### config.mk
export PLATFORM = sky130hd
export DESIGN_NAME = sdc_ctrl
export DESIGN_NICKNAME = d
export VERILOG_FILES = /design/src/sdc_pkg.sv /design/src/sdc_bank_tracker.sv /design/src/sdc_ctrl.sv /design/src/sdc_hold_timer.sv
export SDC_FILE = /design/constraint.sdc
export NUM_CORES = 1
export LEC_CHECK = 0
export ABC_CLOCK_PERIOD_IN_PS = 2800
export BUFFER_PORTS_ARGS = -buffer_cell sky130_fd_sc_hd__buf_2
export CORE_MARGIN = 3
export CORE_UTILIZATION = 55
export DETAILED_ROUTE_END_ITERATION = 12
export PLACE_DENSITY = 0.78
export SYNTH_ARGS = -nofsm -noshare
export SYNTH_HDL_FRONTEND = slang
export SYNTH_SLANG_ARGS = --single-unit
### constraint.sdc
create_clock -name i_mclk -period 2.8 [get_ports i_mclk]
set_input_delay 0.28 -clock i_mclk [delete_from_list [all_inputs] [get_ports i_mclk]]
set_output_delay 0.28 -clock i_mclk [all_outputs]
set_load 0.05 [all_outputs]
### src/sdc_pkg.sv
package sdc_pkg;

  // ****************************************
  // widths
  // ****************************************
  localparam int BANK_W = 2;
  localparam int ADDR_W = 13;
  localparam int MASK_W = 2;
  localparam int AUTO_PRECHARGE_BIT = 10;

  // ****************************************
  // timing
  // ****************************************
  localparam int CLK_PERIOD_NS = 10;
  localparam int CLOCK_ENABLE_MIN_HOLD_CLKS = 3;
  localparam int SELF_REFRESH_EXIT_READ_DELAY_CLKS = 200;
  localparam int SELF_REFRESH_EXIT_NONREAD_DELAY_NS = 200;
  localparam int SELF_REFRESH_EXIT_NONREAD_DELAY_CLKS =
    (SELF_REFRESH_EXIT_NONREAD_DELAY_NS + CLK_PERIOD_NS - 1) / CLK_PERIOD_NS;
  localparam int CNT_W = 8;
  localparam logic [CNT_W-1:0] CNT_ZERO = 8'h00;

  // ****************************************
  // reset values
  // ****************************************
  localparam logic RST_CKE = 1'b0;
  localparam logic RST_ODT = 1'b0;

  // ****************************************
  // user commands
  // ****************************************
  typedef enum logic [3:0] {
    SDC_OP_NOP,
    SDC_OP_ACTIVATE,
    SDC_OP_PRECHARGE,
    SDC_OP_PRECHARGE_ALL,
    SDC_OP_READ,
    SDC_OP_WRITE,
    SDC_OP_MODE_WRITE,
    SDC_OP_REFRESH,
    SDC_OP_SELF_REFRESH,
    SDC_OP_POWER_DOWN,
    SDC_OP_WAKE,
    SDC_OP_CALIBRATE_ON,
    SDC_OP_CALIBRATE_OFF
  } sdc_op_e;

  typedef struct packed {
    sdc_op_e op;
    logic auto_precharge;
    logic [BANK_W-1:0] bank;
    logic [ADDR_W-1:0] addr;
    logic [MASK_W-1:0] write_mask;
  } sdc_req_s;

  // pin bundle; strobes are active low
  typedef struct packed {
    logic cke;
    logic cs_n;
    logic ras_n;
    logic cas_n;
    logic we_n;
    logic [BANK_W-1:0] bank;
    logic [ADDR_W-1:0] addr;
    logic [MASK_W-1:0] write_mask;
    logic on_die_termination;
  } sdc_pins_s;

  typedef enum logic [2:0] {
    SDC_ST_IDLE,
    SDC_ST_ACTIVE,
    SDC_ST_POWER_DOWN,
    SDC_ST_SELF_REFRESH,
    SDC_ST_SR_EXIT,
    SDC_ST_CALIBRATE
  } sdc_state_e;

endpackage : sdc_pkg
### src/sdc_bank_tracker.sv
`timescale 1ns/1ps
`default_nettype none
// remembers which banks hold an open row
module sdc_bank_tracker
  import sdc_pkg::*;
(
  input wire logic i_mclk,
  input wire logic i_rst,
  input wire logic i_open,
  input wire logic i_close,
  input wire logic i_close_all,
  input wire logic [BANK_W-1:0] i_bank,
  output logic o_any_open
);
  typedef struct packed {
    logic [(1<<BANK_W)-1:0] open;
  } sdc_bank_s;

  sdc_bank_s st_reg;
  sdc_bank_s st_next;

  always_comb begin
    st_next = st_reg;
    if (i_close_all) begin
      st_next.open = '0;
    end else if (i_close) begin
      st_next.open[i_bank] = 1'b0;
    end else if (i_open) begin
      st_next.open[i_bank] = 1'b1;
    end
  end

  always_ff @(posedge i_mclk) begin
    if (i_rst) begin
      st_reg <= '0;
    end else begin
      st_reg <= st_next;
    end
  end

  assign o_any_open = |st_reg.open;
endmodule : sdc_bank_tracker
`default_nettype wire

### src/sdc_ctrl.sv
// Behaviour
// - commands are cs, ras, cas, we and cke levels valid at rising edge
// - burst of four runs to end; no command cuts it
// - controller limits power-down time by refresh need; here power-down ends only on a user wake request
// - transition follows prior state, previous and current cke, current command
// - only defined state and sequence combinations are issued
// - after self refresh exit only nop until delays; no read before 200 clocks
// - self refresh entered only from all banks idle with refresh and cke falling
// - power-down entry and exit edges carry only nop or deselect
// - self refresh exit edge carries only nop or deselect
// - no power-down or self refresh while an operation runs
// - cke held three clocks after every change
// - cke stays high during driver impedance calibration
// - termination pin driven firm in power-down when enabled
// - write mask low stores the beat, high suppresses; driven with data
`timescale 1ns/1ps
`default_nettype none
module sdc_ctrl
  import sdc_pkg::*;
(
  input wire logic i_mclk,
  input wire logic i_rst,
  input wire logic i_req_valid,
  input wire sdc_req_s i_req,
  input wire logic i_termination_enabled,
  input wire logic i_termination_level,
  input wire logic i_burst_busy,
  output logic o_req_ready,
  output logic o_req_reject,
  output sdc_pins_s o_pins,
  output logic o_active_power_down,
  output logic o_self_refresh,
  output logic o_read_allowed
);

  // ****************************************
  // state
  // ****************************************
  typedef struct packed {
    sdc_state_e state;
    sdc_pins_s pins;
    logic ready;
    logic reject;
    logic active_pd;
    logic read_ok;
    logic burst_q1;
    logic burst_q2;
    logic in_sr;
  } sdc_ctrl_s;

  sdc_ctrl_s st_reg;
  sdc_ctrl_s st_next;

  logic any_open;
  logic hold_busy;
  logic exit_busy;
  logic read_busy;
  logic hold_load;
  logic exit_load;
  logic bank_open;
  logic bank_close;
  logic bank_close_all;

  // ****************************************
  // pin encoding
  // ****************************************
  function automatic sdc_pins_s drive_cmd(input sdc_pins_s base, input logic cs_n,
                                         input logic ras_n, input logic cas_n,
                                         input logic we_n);
    sdc_pins_s p;
    p = base;
    p.cs_n = cs_n;
    p.ras_n = ras_n;
    p.cas_n = cas_n;
    p.we_n = we_n;
    return p;
  endfunction : drive_cmd

  sdc_hold_timer u_cke_hold (
    .i_mclk(i_mclk),
    .i_rst(i_rst),
    .i_load(hold_load),
    .i_value(CNT_W'(CLOCK_ENABLE_MIN_HOLD_CLKS - 1)),
    .o_busy(hold_busy)
  );

  sdc_hold_timer u_exit_nonread (
    .i_mclk(i_mclk),
    .i_rst(i_rst),
    .i_load(exit_load),
    .i_value(CNT_W'(SELF_REFRESH_EXIT_NONREAD_DELAY_CLKS)),
    .o_busy(exit_busy)
  );

  sdc_hold_timer u_exit_read (
    .i_mclk(i_mclk),
    .i_rst(i_rst),
    .i_load(exit_load),
    .i_value(CNT_W'(SELF_REFRESH_EXIT_READ_DELAY_CLKS)),
    .o_busy(read_busy)
  );

  sdc_bank_tracker u_banks (
    .i_mclk(i_mclk),
    .i_rst(i_rst),
    .i_open(bank_open),
    .i_close(bank_close),
    .i_close_all(bank_close_all),
    .i_bank(i_req.bank),
    .o_any_open(any_open)
  );

  // ****************************************
  // command sequencing
  // ****************************************
  always_comb begin
    logic take;
    logic busy_op;
    take = 1'b0;
    busy_op = 1'b0;
    st_next = st_reg;
    hold_load = 1'b0;
    exit_load = 1'b0;
    bank_open = 1'b0;
    bank_close = 1'b0;
    bank_close_all = 1'b0;
    // a burst keeps the device busy two cycles past the flag
    st_next.burst_q1 = i_burst_busy;
    st_next.burst_q2 = st_reg.burst_q1;
    busy_op = i_burst_busy | st_reg.burst_q1 | st_reg.burst_q2;
    st_next.reject = 1'b0;
    // default edge: deselect, address and mask held quiet
    st_next.pins = drive_cmd(st_reg.pins, 1'b1, 1'b1, 1'b1, 1'b1);
    st_next.pins.write_mask = '1;
    // termination level firm whenever enabled, kept off in self refresh
    st_next.pins.on_die_termination = i_termination_enabled & i_termination_level
      & (st_reg.state != SDC_ST_SELF_REFRESH);
    st_next.read_ok = ~read_busy & (st_reg.state == SDC_ST_IDLE
      || st_reg.state == SDC_ST_ACTIVE);
    if (i_req_valid && st_reg.ready) begin
      take = 1'b1;
    end
    case (st_reg.state)
      SDC_ST_IDLE, SDC_ST_ACTIVE: begin
        if (take) begin
          case (i_req.op)
            SDC_OP_NOP: begin
              st_next.pins = drive_cmd(st_reg.pins, 1'b0, 1'b1, 1'b1, 1'b1);
            end
            SDC_OP_ACTIVATE: begin
              if (busy_op) begin
                st_next.reject = 1'b1;
              end else begin
                st_next.pins = drive_cmd(st_reg.pins, 1'b0, 1'b0, 1'b1, 1'b1);
                st_next.pins.bank = i_req.bank;
                st_next.pins.addr = i_req.addr;
                bank_open = 1'b1;
              end
            end
            SDC_OP_PRECHARGE, SDC_OP_PRECHARGE_ALL: begin
              if (busy_op) begin
                st_next.reject = 1'b1;
              end else begin
                st_next.pins = drive_cmd(st_reg.pins, 1'b0, 1'b0, 1'b1, 1'b0);
                st_next.pins.bank = i_req.bank;
                st_next.pins.addr = '0;
                st_next.pins.addr[AUTO_PRECHARGE_BIT] = (i_req.op == SDC_OP_PRECHARGE_ALL);
                bank_close = (i_req.op == SDC_OP_PRECHARGE);
                bank_close_all = (i_req.op == SDC_OP_PRECHARGE_ALL);
              end
            end
            SDC_OP_READ, SDC_OP_WRITE: begin
              if (busy_op || !any_open || (i_req.op == SDC_OP_READ && read_busy)) begin
                st_next.reject = 1'b1;
              end else begin
                st_next.pins = drive_cmd(st_reg.pins, 1'b0, 1'b1, 1'b0,
                  i_req.op == SDC_OP_READ);
                st_next.pins.bank = i_req.bank;
                st_next.pins.addr = i_req.addr;
                st_next.pins.addr[AUTO_PRECHARGE_BIT] = i_req.auto_precharge;
                st_next.pins.write_mask = i_req.write_mask;
                // auto precharge closes the row in the tracker on the edge that issues the command
                bank_close = i_req.auto_precharge;
              end
            end
            SDC_OP_MODE_WRITE: begin
              if (busy_op || any_open) begin
                st_next.reject = 1'b1;
              end else begin
                st_next.pins = drive_cmd(st_reg.pins, 1'b0, 1'b0, 1'b0, 1'b0);
                st_next.pins.bank = i_req.bank;
                st_next.pins.addr = i_req.addr;
              end
            end
            SDC_OP_REFRESH: begin
              if (busy_op || any_open) begin
                st_next.reject = 1'b1;
              end else begin
                st_next.pins = drive_cmd(st_reg.pins, 1'b0, 1'b0, 1'b0, 1'b1);
              end
            end
            SDC_OP_SELF_REFRESH: begin
              if (busy_op || any_open || hold_busy) begin
                st_next.reject = 1'b1;
              end else begin
                st_next.pins = drive_cmd(st_reg.pins, 1'b0, 1'b0, 1'b0, 1'b1);
                st_next.pins.cke = 1'b0;
                hold_load = 1'b1;
                st_next.state = SDC_ST_SELF_REFRESH;
              end
            end
            SDC_OP_POWER_DOWN: begin
              if (busy_op || hold_busy) begin
                st_next.reject = 1'b1;
              end else begin
                st_next.pins.cke = 1'b0;
                hold_load = 1'b1;
                st_next.active_pd = any_open;
                st_next.state = SDC_ST_POWER_DOWN;
              end
            end
            SDC_OP_CALIBRATE_ON: begin
              if (busy_op) begin
                st_next.reject = 1'b1;
              end else begin
                st_next.state = SDC_ST_CALIBRATE;
                st_next.pins.cke = 1'b1;
                hold_load = 1'b1;
              end
            end
            default: begin
              st_next.reject = 1'b1;
            end
          endcase
        end
      end
      SDC_ST_POWER_DOWN: begin
        // refresh budget is the user's: wake is issued by request only
        if (take) begin
          if (i_req.op == SDC_OP_WAKE && !hold_busy) begin
            st_next.pins.cke = 1'b1;
            hold_load = 1'b1;
            st_next.active_pd = 1'b0;
            st_next.state = any_open ? SDC_ST_ACTIVE : SDC_ST_IDLE;
          end else begin
            st_next.reject = 1'b1;
          end
        end
      end
      SDC_ST_SELF_REFRESH: begin
        if (take) begin
          if (i_req.op == SDC_OP_WAKE && !hold_busy) begin
            st_next.pins.cke = 1'b1;
            hold_load = 1'b1;
            exit_load = 1'b1;
            st_next.state = SDC_ST_SR_EXIT;
          end else begin
            st_next.reject = 1'b1;
          end
        end
      end
      SDC_ST_SR_EXIT: begin
        // only deselect on the pins until the non-read delay ends
        if (take) begin
          st_next.reject = 1'b1;
        end
        if (!exit_busy && !hold_busy) begin
          st_next.state = SDC_ST_IDLE;
        end
      end
      SDC_ST_CALIBRATE: begin
        st_next.pins.cke = 1'b1;
        if (take) begin
          if (i_req.op == SDC_OP_CALIBRATE_OFF) begin
            st_next.state = any_open ? SDC_ST_ACTIVE : SDC_ST_IDLE;
          end else if (i_req.op == SDC_OP_MODE_WRITE) begin
            st_next.pins = drive_cmd(st_reg.pins, 1'b0, 1'b0, 1'b0, 1'b0);
            st_next.pins.bank = i_req.bank;
            st_next.pins.addr = i_req.addr;
          end else begin
            st_next.reject = 1'b1;
          end
        end
      end
      default: begin
        st_next.state = SDC_ST_IDLE;
      end
    endcase
    if (st_next.state == SDC_ST_IDLE && any_open && !bank_close && !bank_close_all) begin
      st_next.state = SDC_ST_ACTIVE;
    end else if (st_next.state == SDC_ST_ACTIVE && (bank_close_all || !any_open)
                 && !bank_open) begin
      st_next.state = SDC_ST_IDLE;
    end
    st_next.in_sr = (st_next.state == SDC_ST_SELF_REFRESH);
    // one request per two cycles keeps pin and tracker views aligned
    st_next.ready = ~take;
  end

  always_ff @(posedge i_mclk) begin
    if (i_rst) begin
      st_reg <= '0;
      st_reg.state <= SDC_ST_IDLE;
      st_reg.pins <= '0;
      st_reg.pins.cke <= RST_CKE;
      st_reg.pins.cs_n <= 1'b1;
      st_reg.pins.ras_n <= 1'b1;
      st_reg.pins.cas_n <= 1'b1;
      st_reg.pins.we_n <= 1'b1;
      st_reg.pins.write_mask <= '1;
      st_reg.pins.on_die_termination <= RST_ODT;
    end else begin
      st_reg <= st_next;
    end
  end

  always_comb begin
    o_pins = st_reg.pins;
    o_req_ready = st_reg.ready;
    o_req_reject = st_reg.reject;
    o_active_power_down = st_reg.active_pd;
    o_self_refresh = st_reg.in_sr;
    o_read_allowed = st_reg.read_ok;
  end

endmodule : sdc_ctrl
`default_nettype wire

### src/sdc_hold_timer.sv
`timescale 1ns/1ps
`default_nettype none
// counts down from a load value; busy while nonzero
module sdc_hold_timer
  import sdc_pkg::*;
(
  input wire logic i_mclk,
  input wire logic i_rst,
  input wire logic i_load,
  input wire logic [CNT_W-1:0] i_value,
  output logic o_busy
);
  typedef struct packed {
    logic [CNT_W-1:0] cnt;
  } sdc_tmr_s;

  sdc_tmr_s st_reg;
  sdc_tmr_s st_next;

  always_comb begin
    st_next = st_reg;
    if (i_load) begin
      st_next.cnt = i_value;
    end else if (st_reg.cnt != CNT_ZERO) begin
      st_next.cnt = st_reg.cnt - 8'h01;
    end
  end

  always_ff @(posedge i_mclk) begin
    if (i_rst) begin
      st_reg <= '0;
    end else begin
      st_reg <= st_next;
    end
  end

  assign o_busy = (st_reg.cnt != CNT_ZERO);
endmodule : sdc_hold_timer
`default_nettype wire

==> flow_summary.toml, run 1 <==
[die]
ios = 56
die_w_um = 84.52
dieArea_mm2 = 0.007143
rows = 27
initial_core_util_pct = 59.04
die_y_um = 84.52
core_mm2 = 0.005743

[global_route]
grtUsageMet3_pct = 5.986
met1_usage_pct = 30.30
grt_first_pass_wirelength_mm = 13.72
grt.total_usage_pct = 23.42
grt_max_degree = 29
grt_remaining_overflow = 0
antenna_found_initial = 0
grt_pass1_vias = 2856
top_usage_layer = "met2"
grt_use_met2_pct = 37.58

[timing]
setup_violations = 0
slew_headroom_pct = 62.11
hold_viol = 0
fin_skew_ns = 0.007678
rsz0062_at_grt = "no"
timing.setup.tns_ns = 0
slew_violations = 0
fin_crit_ns = 2.556
fmax_mhz = 391.2
period_share_pct = 91.30
worstMarginPinSlew_ns = 0.5624

[cells_and_area]
fill_cells = 500
finalInstanceArea_mm2 = 0.003791
nets = 477
final_cell_mix = "dfxtp_1, buf_2, nor2_1, nand2_1, a21oi_1"
largest_reg_flops = 23
diodes = 0
layout.cells.non_filler = 521
final_common_cell = "dfxtp_1"
drive_gt1_share_pct = 22.72
multi_input_area_mm2 = 0.001861
ff_latch_area_mm2 = 0.001221
area_growth_pct = 11.81

[cts]
cts_sinks = 61
htree_num_levels = 3
cts_buffers = 9
root_buffer = "clkbuf_8"
clock_path_buffers = 2
clk_latency_ns = 0.34
clkTransAtPathRegs_ns = 0.07
cts_tree = "done"
postCtsSetupBuffers = 0

[placement]
dp_cells = 505
portBuffers = 55
gp_congestion = 0.9630
dpl-instance-area_mm2 = 0.003563
hpwl_mm = 5.808

[logic_synthesis]
ys.flop_type = "dfxtp_1"
syn_nets = 445
ys_seq_area_share_pct = 36.01
ys_ff_latch = 61
yosys_warnings = 0
synthArstFlopShare_pct = 0
synth_edf_count = 0
syn_area_per_cell_um2 = 8.230
syn_inst = 412
synth_cell_type_count = 64
netlist_area_mm2 = 0.003391

[detailed_routing]
wire_per_inst_um = 15.93
drc = 0
drt_wl_total_mm = 8.298
drt_first_iter_violations = 462
dr.pass1.iters = 6
vias = 3190
antenna_left = 0
drt-vias-per-instance = 6.123

[worst_setup_path]
r2r_start = "u_cke_hold.st_reg[0]$_SDFFE_PP0P_"
worstPathRequired_ns = 3.06
startpoint = "u_cke_hold.st_reg[0]$_SDFFE_PP0P_"
worstSetupEndpointType = "flip-flop"
cp-start-kind = "flip-flop"
cp_max_fo = 14
reg2reg_to = "st_reg[30]$_SDFF_PP0_"
cp-endpoint = "st_reg[30]$_SDFF_PP0_"
r2r_slack_ns = 0.24
critPathKind = "reg2reg"
reg2reg_depth = 8
worstPathArrival_ns = 2.82

[run]
cap_violations = 0

[power]
p_per_area_mw_per_mm2 = 822.9
peakVddDrop_v = 0.0006215
leakagePower_nw = 1.548

[outcome]
outcome = "finished clean"

[worst_hold_path]
hold_path_class = "in2reg"
## power breakdown
group / total [mW] / leakage (nW) / switching, mW / internal, mW
combinational: 1.07 / 0.937 / 0.620 / 0.447
clock: 0.875 / 0.112 / 0.352 / 0.523
sequential: 1.18 / 0.498 / 0.150 / 1.03
total: 3.12 / 1.55 / 1.12 / 2.00
## worst max-delay path: stages (launching register included)
cell and delay [ns]:
dfxtp_1 0.32, inv_1 0.12, ha_1 0.15, nor3b_1 0.39, nand2_2 0.29, or4_1 0.63, and2_1 0.18, a31o_1 0.21
a211oi_2 0.18
## synth_stat cells, drive strengths merged (2+ instances only)
cell type  number  area share [%]
a2111oi         2            0.70
inv            11             1.2
o21ai          15             2.2
o22ai           2            0.37
o31ai           3            0.81
nor4           11             2.7
a22o           12             3.1
nor2           40             4.4
buf            30             6.3
a311o           2            0.59
nor2b           7             1.3
nor4b           2            0.70
a21o            2            0.44
a211oi          9             2.1
xnor2           9             2.3
dfxtp          61              36
clkbuf         14             1.5
a31o            3            0.78
mux2i           4             1.2
a21oi          24             3.5
nor3b           6             1.3
a31oi          10             1.8
or3             5            0.92
nand3          10             1.5
ha              5             1.8
o221a           3             1.0
o311a           2            0.59
nand4           3            0.55
xor2            9             2.3
nand2          37             4.2
and2            6             1.1
nand2b          9             1.7
a41oi           2            0.52
or2             5            0.92
nor3           22             3.7
## how the worst min path moves through the flow
stage	start	endpoint	slack [ns]	cells after the start
floorplan	i_req[16]	flip-flop	0.40	2
global placement	o_pins[0]$_SDFFE_PP0P_	o_pins[0]$_SDFFE_PP0P_	0.45	2
detailed placement	o_pins[0]$_SDFFE_PP0P_	o_pins[0]$_SDFFE_PP0P_	0.46	2
CTS	i_req[6]	o_pins[7]$_SDFFE_PP0P_	0.13	2
global route	i_req[9]	o_pins[10]$_SDFFE_PP0P_	0.13	2
finish	i_req[9]	o_pins[10]$_SDFFE_PP0P_	0.15	2
## kinds of logic after synthesis
kind of cell / Yosys count / share of synthesized area (%)
compound gates: 99 / 20.59
mux: 5 / 1.513
flops: 61 / 36.01
buf+inv: 56 / 9.225
xor+xnor: 18 / 4.650
simple gates: 168 / 26.16
fa+ha+maj: 5 / 1.845
## area by class of cell
type | count | share of cell area, %
well taps | 72 | 2.376
flip-flops and latches | 61 | 32.21
repair buffers | 65 | 9.241
multi-input cells | 295 | 49.08
clock buffers | 10 | 3.630
inverters | 12 | 1.188
clock inverters | 6 | 2.277
## timing repair
action | 4_1_cts | 5_1_grt
gates resized for setup | 0 | 1
setup endpoints to repair | 0 | 7
hold endpoints to repair | 0 | 0
hold buffers | 0 | 0
## per-layer routing
layer	routed length [µm]	vias up	part of all wire [%]
met4	222	0	2.7
met1	3542	1457	43
met3	696	34	8.4
met5	0	-	0
met2	3836	173	46
li1	-	1526	-
## metrics by stage
step                      power, mW  hold WS [ns]  util [%]  setup slack, ns
final                         3.120        0.1472     66.01           0.2436
after global routing          3.332        0.1327     66.01          0.04015
after CTS                     3.130        0.1335     65.95           0.2185
after detailed placement      2.240        0.4580     62.05           0.2498
after global placement        2.213        0.4467     62.05           0.2601
after floorplan               2.034        0.4046         -           0.6669
Note: power is estimated with default switching activity, not from simulation.
==> run 2: changes to the inputs <==
--- a/config.mk
+++ b/config.mk
@@ -11,6 +11,7 @@
 export CORE_UTILIZATION = 55
 export DETAILED_ROUTE_END_ITERATION = 12
 export PLACE_DENSITY = 0.78
+export RECOVER_POWER = 100
 export SYNTH_ARGS = -nofsm -noshare
 export SYNTH_HDL_FRONTEND = slang
 export SYNTH_SLANG_ARGS = --single-unit
==> flow_summary.toml, run 2 (synthesized netlist as in run 1, its figures left out) <==
[detailed_routing]
antenna_left = 0
wl_met2_mm = 3.811
dr.pass1.iters = 5
vias = 3175
wire_per_inst_um = 15.96
top_layer_used = "met4"
drt_wl_total_mm = 8.317
drt-vias-per-instance = 6.094
met3_length_um = 659
drc = 0
wl_met1_mm = 3.633
drt_first_iter_violations = 400

[cts]
postCtsHoldBufs = 0
root_buffer = "clkbuf_8"
cts.repair.resized = 0
cts_tree = "done"
clk_latency_ns = 0.34
cts_buffers = 9
cts_sinks = 61
htree_num_levels = 3
clock_path_buffers = 2
postCtsSetupBuffers = 0
clkTransAtPathRegs_ns = 0.07

[die]
initial_core_util_pct = 59.04
die_w_um = 84.52
die_y_um = 84.52
core_mm2 = 0.005743
ios = 56
dieArea_mm2 = 0.007143
rows = 27

[timing]
slew_headroom_pct = 16.62
worstMarginPinSlew_ns = 1.251
hold_viol = 0
setup_ws_ns = 0.2421
fin_crit_ns = 2.558
timing.setup.tns_ns = 0
whs_ns = 0.1444
fmax_mhz = 391.0
rsz0062_at_grt = "no"
setup_violations = 0
period_share_pct = 91.35
slew_violations = 0
fin_skew_ns = 0.008486

[cells_and_area]
drive_gt1_share_pct = 15.59
ff_latch_area_mm2 = 0.001221
largest_reg_flops = 23
area_growth_pct = 10.48
multi_input_area_mm2 = 0.001856
fill_cells = 520
final_cell_mix = "dfxtp_1, nor2_1, nand2_1, clkbuf_1, buf_2"
diodes = 0
fin_util_pct = 65.23
nets = 477
final_common_cell = "dfxtp_1"

[power]
power.share.sequential_pct = 37.8
switching_share_pct = 35.98
p_per_area_mw_per_mm2 = 831.3
p_int_mw = 1.994
pwr-share-comb_pct = 34.1
peakVddDrop_v = 0.0006215
pwr-share-clk_pct = 28.1
power_switching_mw = 1.121
p_total_mw = 3.114
leakagePower_nw = 1.439

[global_route]
grt_remaining_overflow = 0
antenna_found_initial = 0
grt.total_usage_pct = 23.42
grt_max_degree = 29
grt_first_pass_wirelength_mm = 13.72
grt_pass1_vias = 2856

[worst_setup_path]
worstSetupEndpointType = "flip-flop"
cp-start-kind = "flip-flop"
worstPathArrival_ns = 2.82
critPathKind = "reg2reg"
cp_max_fo = 14
worstPathRequired_ns = 3.06

[run]
cap_violations = 0

[placement]
dp_slack_ns = 0.2498
portBuffers = 55
hpwl_mm = 5.808
gp_congestion = 0.9630

[outcome]
outcome = "finished clean"

[worst_hold_path]
hold_path_class = "in2reg"
## run 2: per-layer routing
metal  GRT usage [%]  vias up
met2           37.58      157
met5               0        -
met4           8.777        0
met1           30.30     1469
met3           5.986       23
li1                -     1526
## run 2: path summary, 6_finish.rpt
check	start	endpoint	slack (ns)	cells after the start
worst max-delay path	u_cke_hold.st_reg[0]$_SDFFE_PP0P_	st_reg[30]$_SDFF_PP0_	0.24	8
worst max register to register	u_cke_hold.st_reg[0]$_SDFFE_PP0P_	st_reg[30]$_SDFF_PP0_	0.24	8
worst min-delay path	i_req[9]	o_pins[10]$_SDFFE_PP0P_	0.14	2
worst min register to register	o_pins[0]$_SDFFE_PP0P_	o_pins[0]$_SDFFE_PP0P_	0.47	2
## run 2: area by class of cell
class | count | share of cell area [%]
sequential | 61 | 32.60
tap | 72 | 2.405
clock inverter | 6 | 2.305
inverter | 12 | 1.202
clock buffer | 10 | 3.674
multi-input combinational | 295 | 49.53
timing repair buffer | 65 | 8.283
## run 2: through the flow
| stage | instance area, µm² | std cells |
|---|---|---|
| floorplan | 3391 | 412 |
| global placement | 3563 | 505 |
| detailed placement | 3563 | 505 |
| CTS | 3787 | 521 |
| global route | 3746 | 521 |
| finish | 3746 | 521 |
## run 2: critical path, cell delays in order, from the launching register on
cell and delay (ns):
dfxtp_1 0.32, inv_1 0.12, ha_1 0.15, nor3b_1 0.38, nand2_2 0.29, or4_1 0.64
and2_0 0.19, a31o_1 0.22, a211oi_2 0.18
## run 2: power groups by stage
stage / sequential (mW) / combinational, mW / clock, mW
2_1_floorplan: 1.19 / 0.845 / 0
3_3_place_gp: 1.18 / 1.03 / 0
3_5_place_dp: 1.19 / 1.05 / 0
4_1_cts: 1.18 / 1.06 / 0.894
5_1_grt: 1.20 / 1.19 / 0.931
6_report: 1.18 / 1.06 / 0.875
==> run 3: changes to the inputs <==
--- a/config.mk
+++ b/config.mk
@@ -8,9 +8,9 @@
 export ABC_CLOCK_PERIOD_IN_PS = 2800
 export BUFFER_PORTS_ARGS = -buffer_cell sky130_fd_sc_hd__buf_2
 export CORE_MARGIN = 3
-export CORE_UTILIZATION = 55
+export CORE_UTILIZATION = 56
 export DETAILED_ROUTE_END_ITERATION = 12
-export PLACE_DENSITY = 0.78
+export PLACE_DENSITY = 0.79
 export RECOVER_POWER = 100
 export SYNTH_ARGS = -nofsm -noshare
 export SYNTH_HDL_FRONTEND = slang
==> flow_summary.toml, run 3 (synthesized netlist as in run 1, its figures left out) <==
[detailed_routing]
wire_per_inst_um = 16.10
dr.pass1.iters = 6
antenna_left = 0
met3_length_um = 757
wl_met1_mm = 3.746
drt_first_iter_violations = 481
wl_met2_mm = 3.564
top_layer_used = "met4"
drc = 0
drt-vias-per-instance = 6.136
vias = 3160
drt_wl_total_mm = 8.293

[timing]
setup_ws_ns = 0.2683
fin_skew_ns = 0.009931
worstMarginPinSlew_ns = 1.296
fmax_mhz = 395.0
period_share_pct = 90.42
slew_violations = 0
setup_violations = 0
rsz0062_at_grt = "no"
fin_crit_ns = 2.532
timing.setup.tns_ns = 0
slew_headroom_pct = 13.58
hold_viol = 0
whs_ns = 0.1391

[power]
leakagePower_nw = 1.407
peakVddDrop_v = 0.0006962
p_per_area_mw_per_mm2 = 836.7

[cts]
cts_buffers = 9
clkTransAtPathRegs_ns = 0.07
clk_latency_ns = 0.35
clock_path_buffers = 2
postCtsSetupBuffers = 0
htree_num_levels = 3
postCtsHoldBufs = 0
root_buffer = "clkbuf_8"
cts_tree = "done"
cts_sinks = 61

[cells_and_area]
final_cell_mix = "dfxtp_1, nor2_1, nand2_1, clkbuf_1, buf_2"
diodes = 0
fill_cells = 487
finalInstanceArea_mm2 = 0.003704
largest_reg_flops = 23
drive_gt1_share_pct = 14.90
area_growth_pct = 9.225
nets = 471
final_common_cell = "dfxtp_1"

[die]
die_w_um = 83.82
core_mm2 = 0.005675
initial_core_util_pct = 59.74
rows = 27
ios = 56
dieArea_mm2 = 0.007025
die_y_um = 83.82

[placement]
gp_congestion = 0.9735
portBuffers = 55
dp_slack_ns = 0.1247
dpl-instance-area_mm2 = 0.003518
hpwl_mm = 5.840

[worst_setup_path]
r2r_start = "u_cke_hold.st_reg[0]$_SDFFE_PP0P_"
reg2reg_depth = 8
cp-endpoint = "st_reg[30]$_SDFF_PP0_"
cpLargestDelayFamily = "simple AND/OR/NAND/NOR gates"
crit_cells = 8
critPathKind = "reg2reg"
worstSetupEndpointType = "flip-flop"
startpoint = "u_cke_hold.st_reg[0]$_SDFFE_PP0P_"
worstPathRequired_ns = 3.07
critPathMaxStageDelay_ns = 0.61
worstPathArrival_ns = 2.80
critPathBufInv = 1
worstPathCellList = "inv_1, ha_1, nor3b_1, nand2_2, or4_1, and2_0, a31o_1, a211oi_2"
reg2reg_to = "st_reg[30]$_SDFF_PP0_"
cp-start-kind = "flip-flop"
critPathSlowestCell = "or4_1"
cp_max_fo = 14
r2r_slack_ns = 0.27

[run]
cap_violations = 0

[worst_hold_path]
hold_path_class = "in2reg"

[global_route]
grt_max_degree = 29
grt_pass1_vias = 2894
grt_remaining_overflow = 0
grt_first_pass_wirelength_mm = 13.70
grt.total_usage_pct = 23.85
antenna_found_initial = 0

[outcome]
outcome = "finished clean"
-- run 3: cell count changes in the layout (fill, tap and decap cells not counted) --
cell      previous run  this run
a21oi_2              1         2
buf_4                9         4
a21oi_1             23        22
o31ai_2              0         1
inv_6                0         1
clkinv_4             1         0
clkbuf_8            10         9
o31ai_1              3         2
-- run 3: metal layers --
| metal | up-vias | global-route usage [%] |
|---|---|---|
| met2 | 175 | 36.59 |
| met5 | - | 0 |
| li1 | 1515 | - |
| met1 | 1447 | 32.03 |
| met4 | 0 | 10.67 |
| met3 | 23 | 5.232 |
-- run 3: area by class of cell --
cell class / count / area [µm²] / share of cell area, %
Sequential cell: 61 / 1221 / 32.97
Clock inverter: 6 / 86.33 / 2.331
Timing Repair Buffer: 59 / 269.0 / 7.264
Clock buffer: 10 / 127.6 / 3.446
Multi-Input combinational cell: 295 / 1864 / 50.34
Inverter: 12 / 45.04 / 1.216
Tap cell: 72 / 90.09 / 2.432
-- run 3: power breakdown --
group | internal [mW] | switching [mW] | leakage [nW] | total, mW
clock | 0.501 | 0.359 | 0.107 | 0.860
combinational | 0.442 | 0.623 | 0.802 | 1.06
sequential | 1.03 | 0.148 | 0.498 | 1.17
-- run 3: worst register-to-register path: stages, from the launching register on --
cell and delay [ns]:
dfxtp_1 0.33, inv_1 0.12, ha_1 0.15, nor3b_1 0.38, nand2_2 0.29, or4_1 0.62, and2_0 0.18, a31o_1 0.21
a211oi_2 0.18
-- run 3: repair_timing --
item                                    CTS  global route
hold endpoints to repair                  0             0
endpoints found under the setup margin    0            12
resized for setup                         0             2
-- run 3: stage by stage --
| step | utilization, % | std cells | power [mW] |
|---|---|---|---|
| 3_5_place_dp | 61.99 | 499 | 2.242 |
| 3_3_place_gp | 61.99 | 499 | 2.206 |
| 2_1_floorplan | - | 412 | 2.034 |
| 6_report | 65.26 | 515 | 3.099 |
| 5_1_grt | 65.26 | 515 | 3.318 |
| 4_1_cts | 65.76 | 515 | 3.112 |
-- run 3: worst min-delay path by stage --
stage                     cells after the start              startpoint  slack, ns                 endpoint
after floorplan                               2               i_req[16]       0.40                flip-flop
final                                         2               i_req[11]       0.14  o_pins[12]$_SDFFE_PP0P_
after global routing                          2               i_req[11]       0.13  o_pins[12]$_SDFFE_PP0P_
after global placement                        2  o_pins[0]$_SDFFE_PP0P_       0.44   o_pins[0]$_SDFFE_PP0P_
after CTS                                     2               i_req[11]       0.13  o_pins[12]$_SDFFE_PP0P_
after detailed placement                      2  o_pins[0]$_SDFFE_PP0P_       0.46   o_pins[0]$_SDFFE_PP0P_
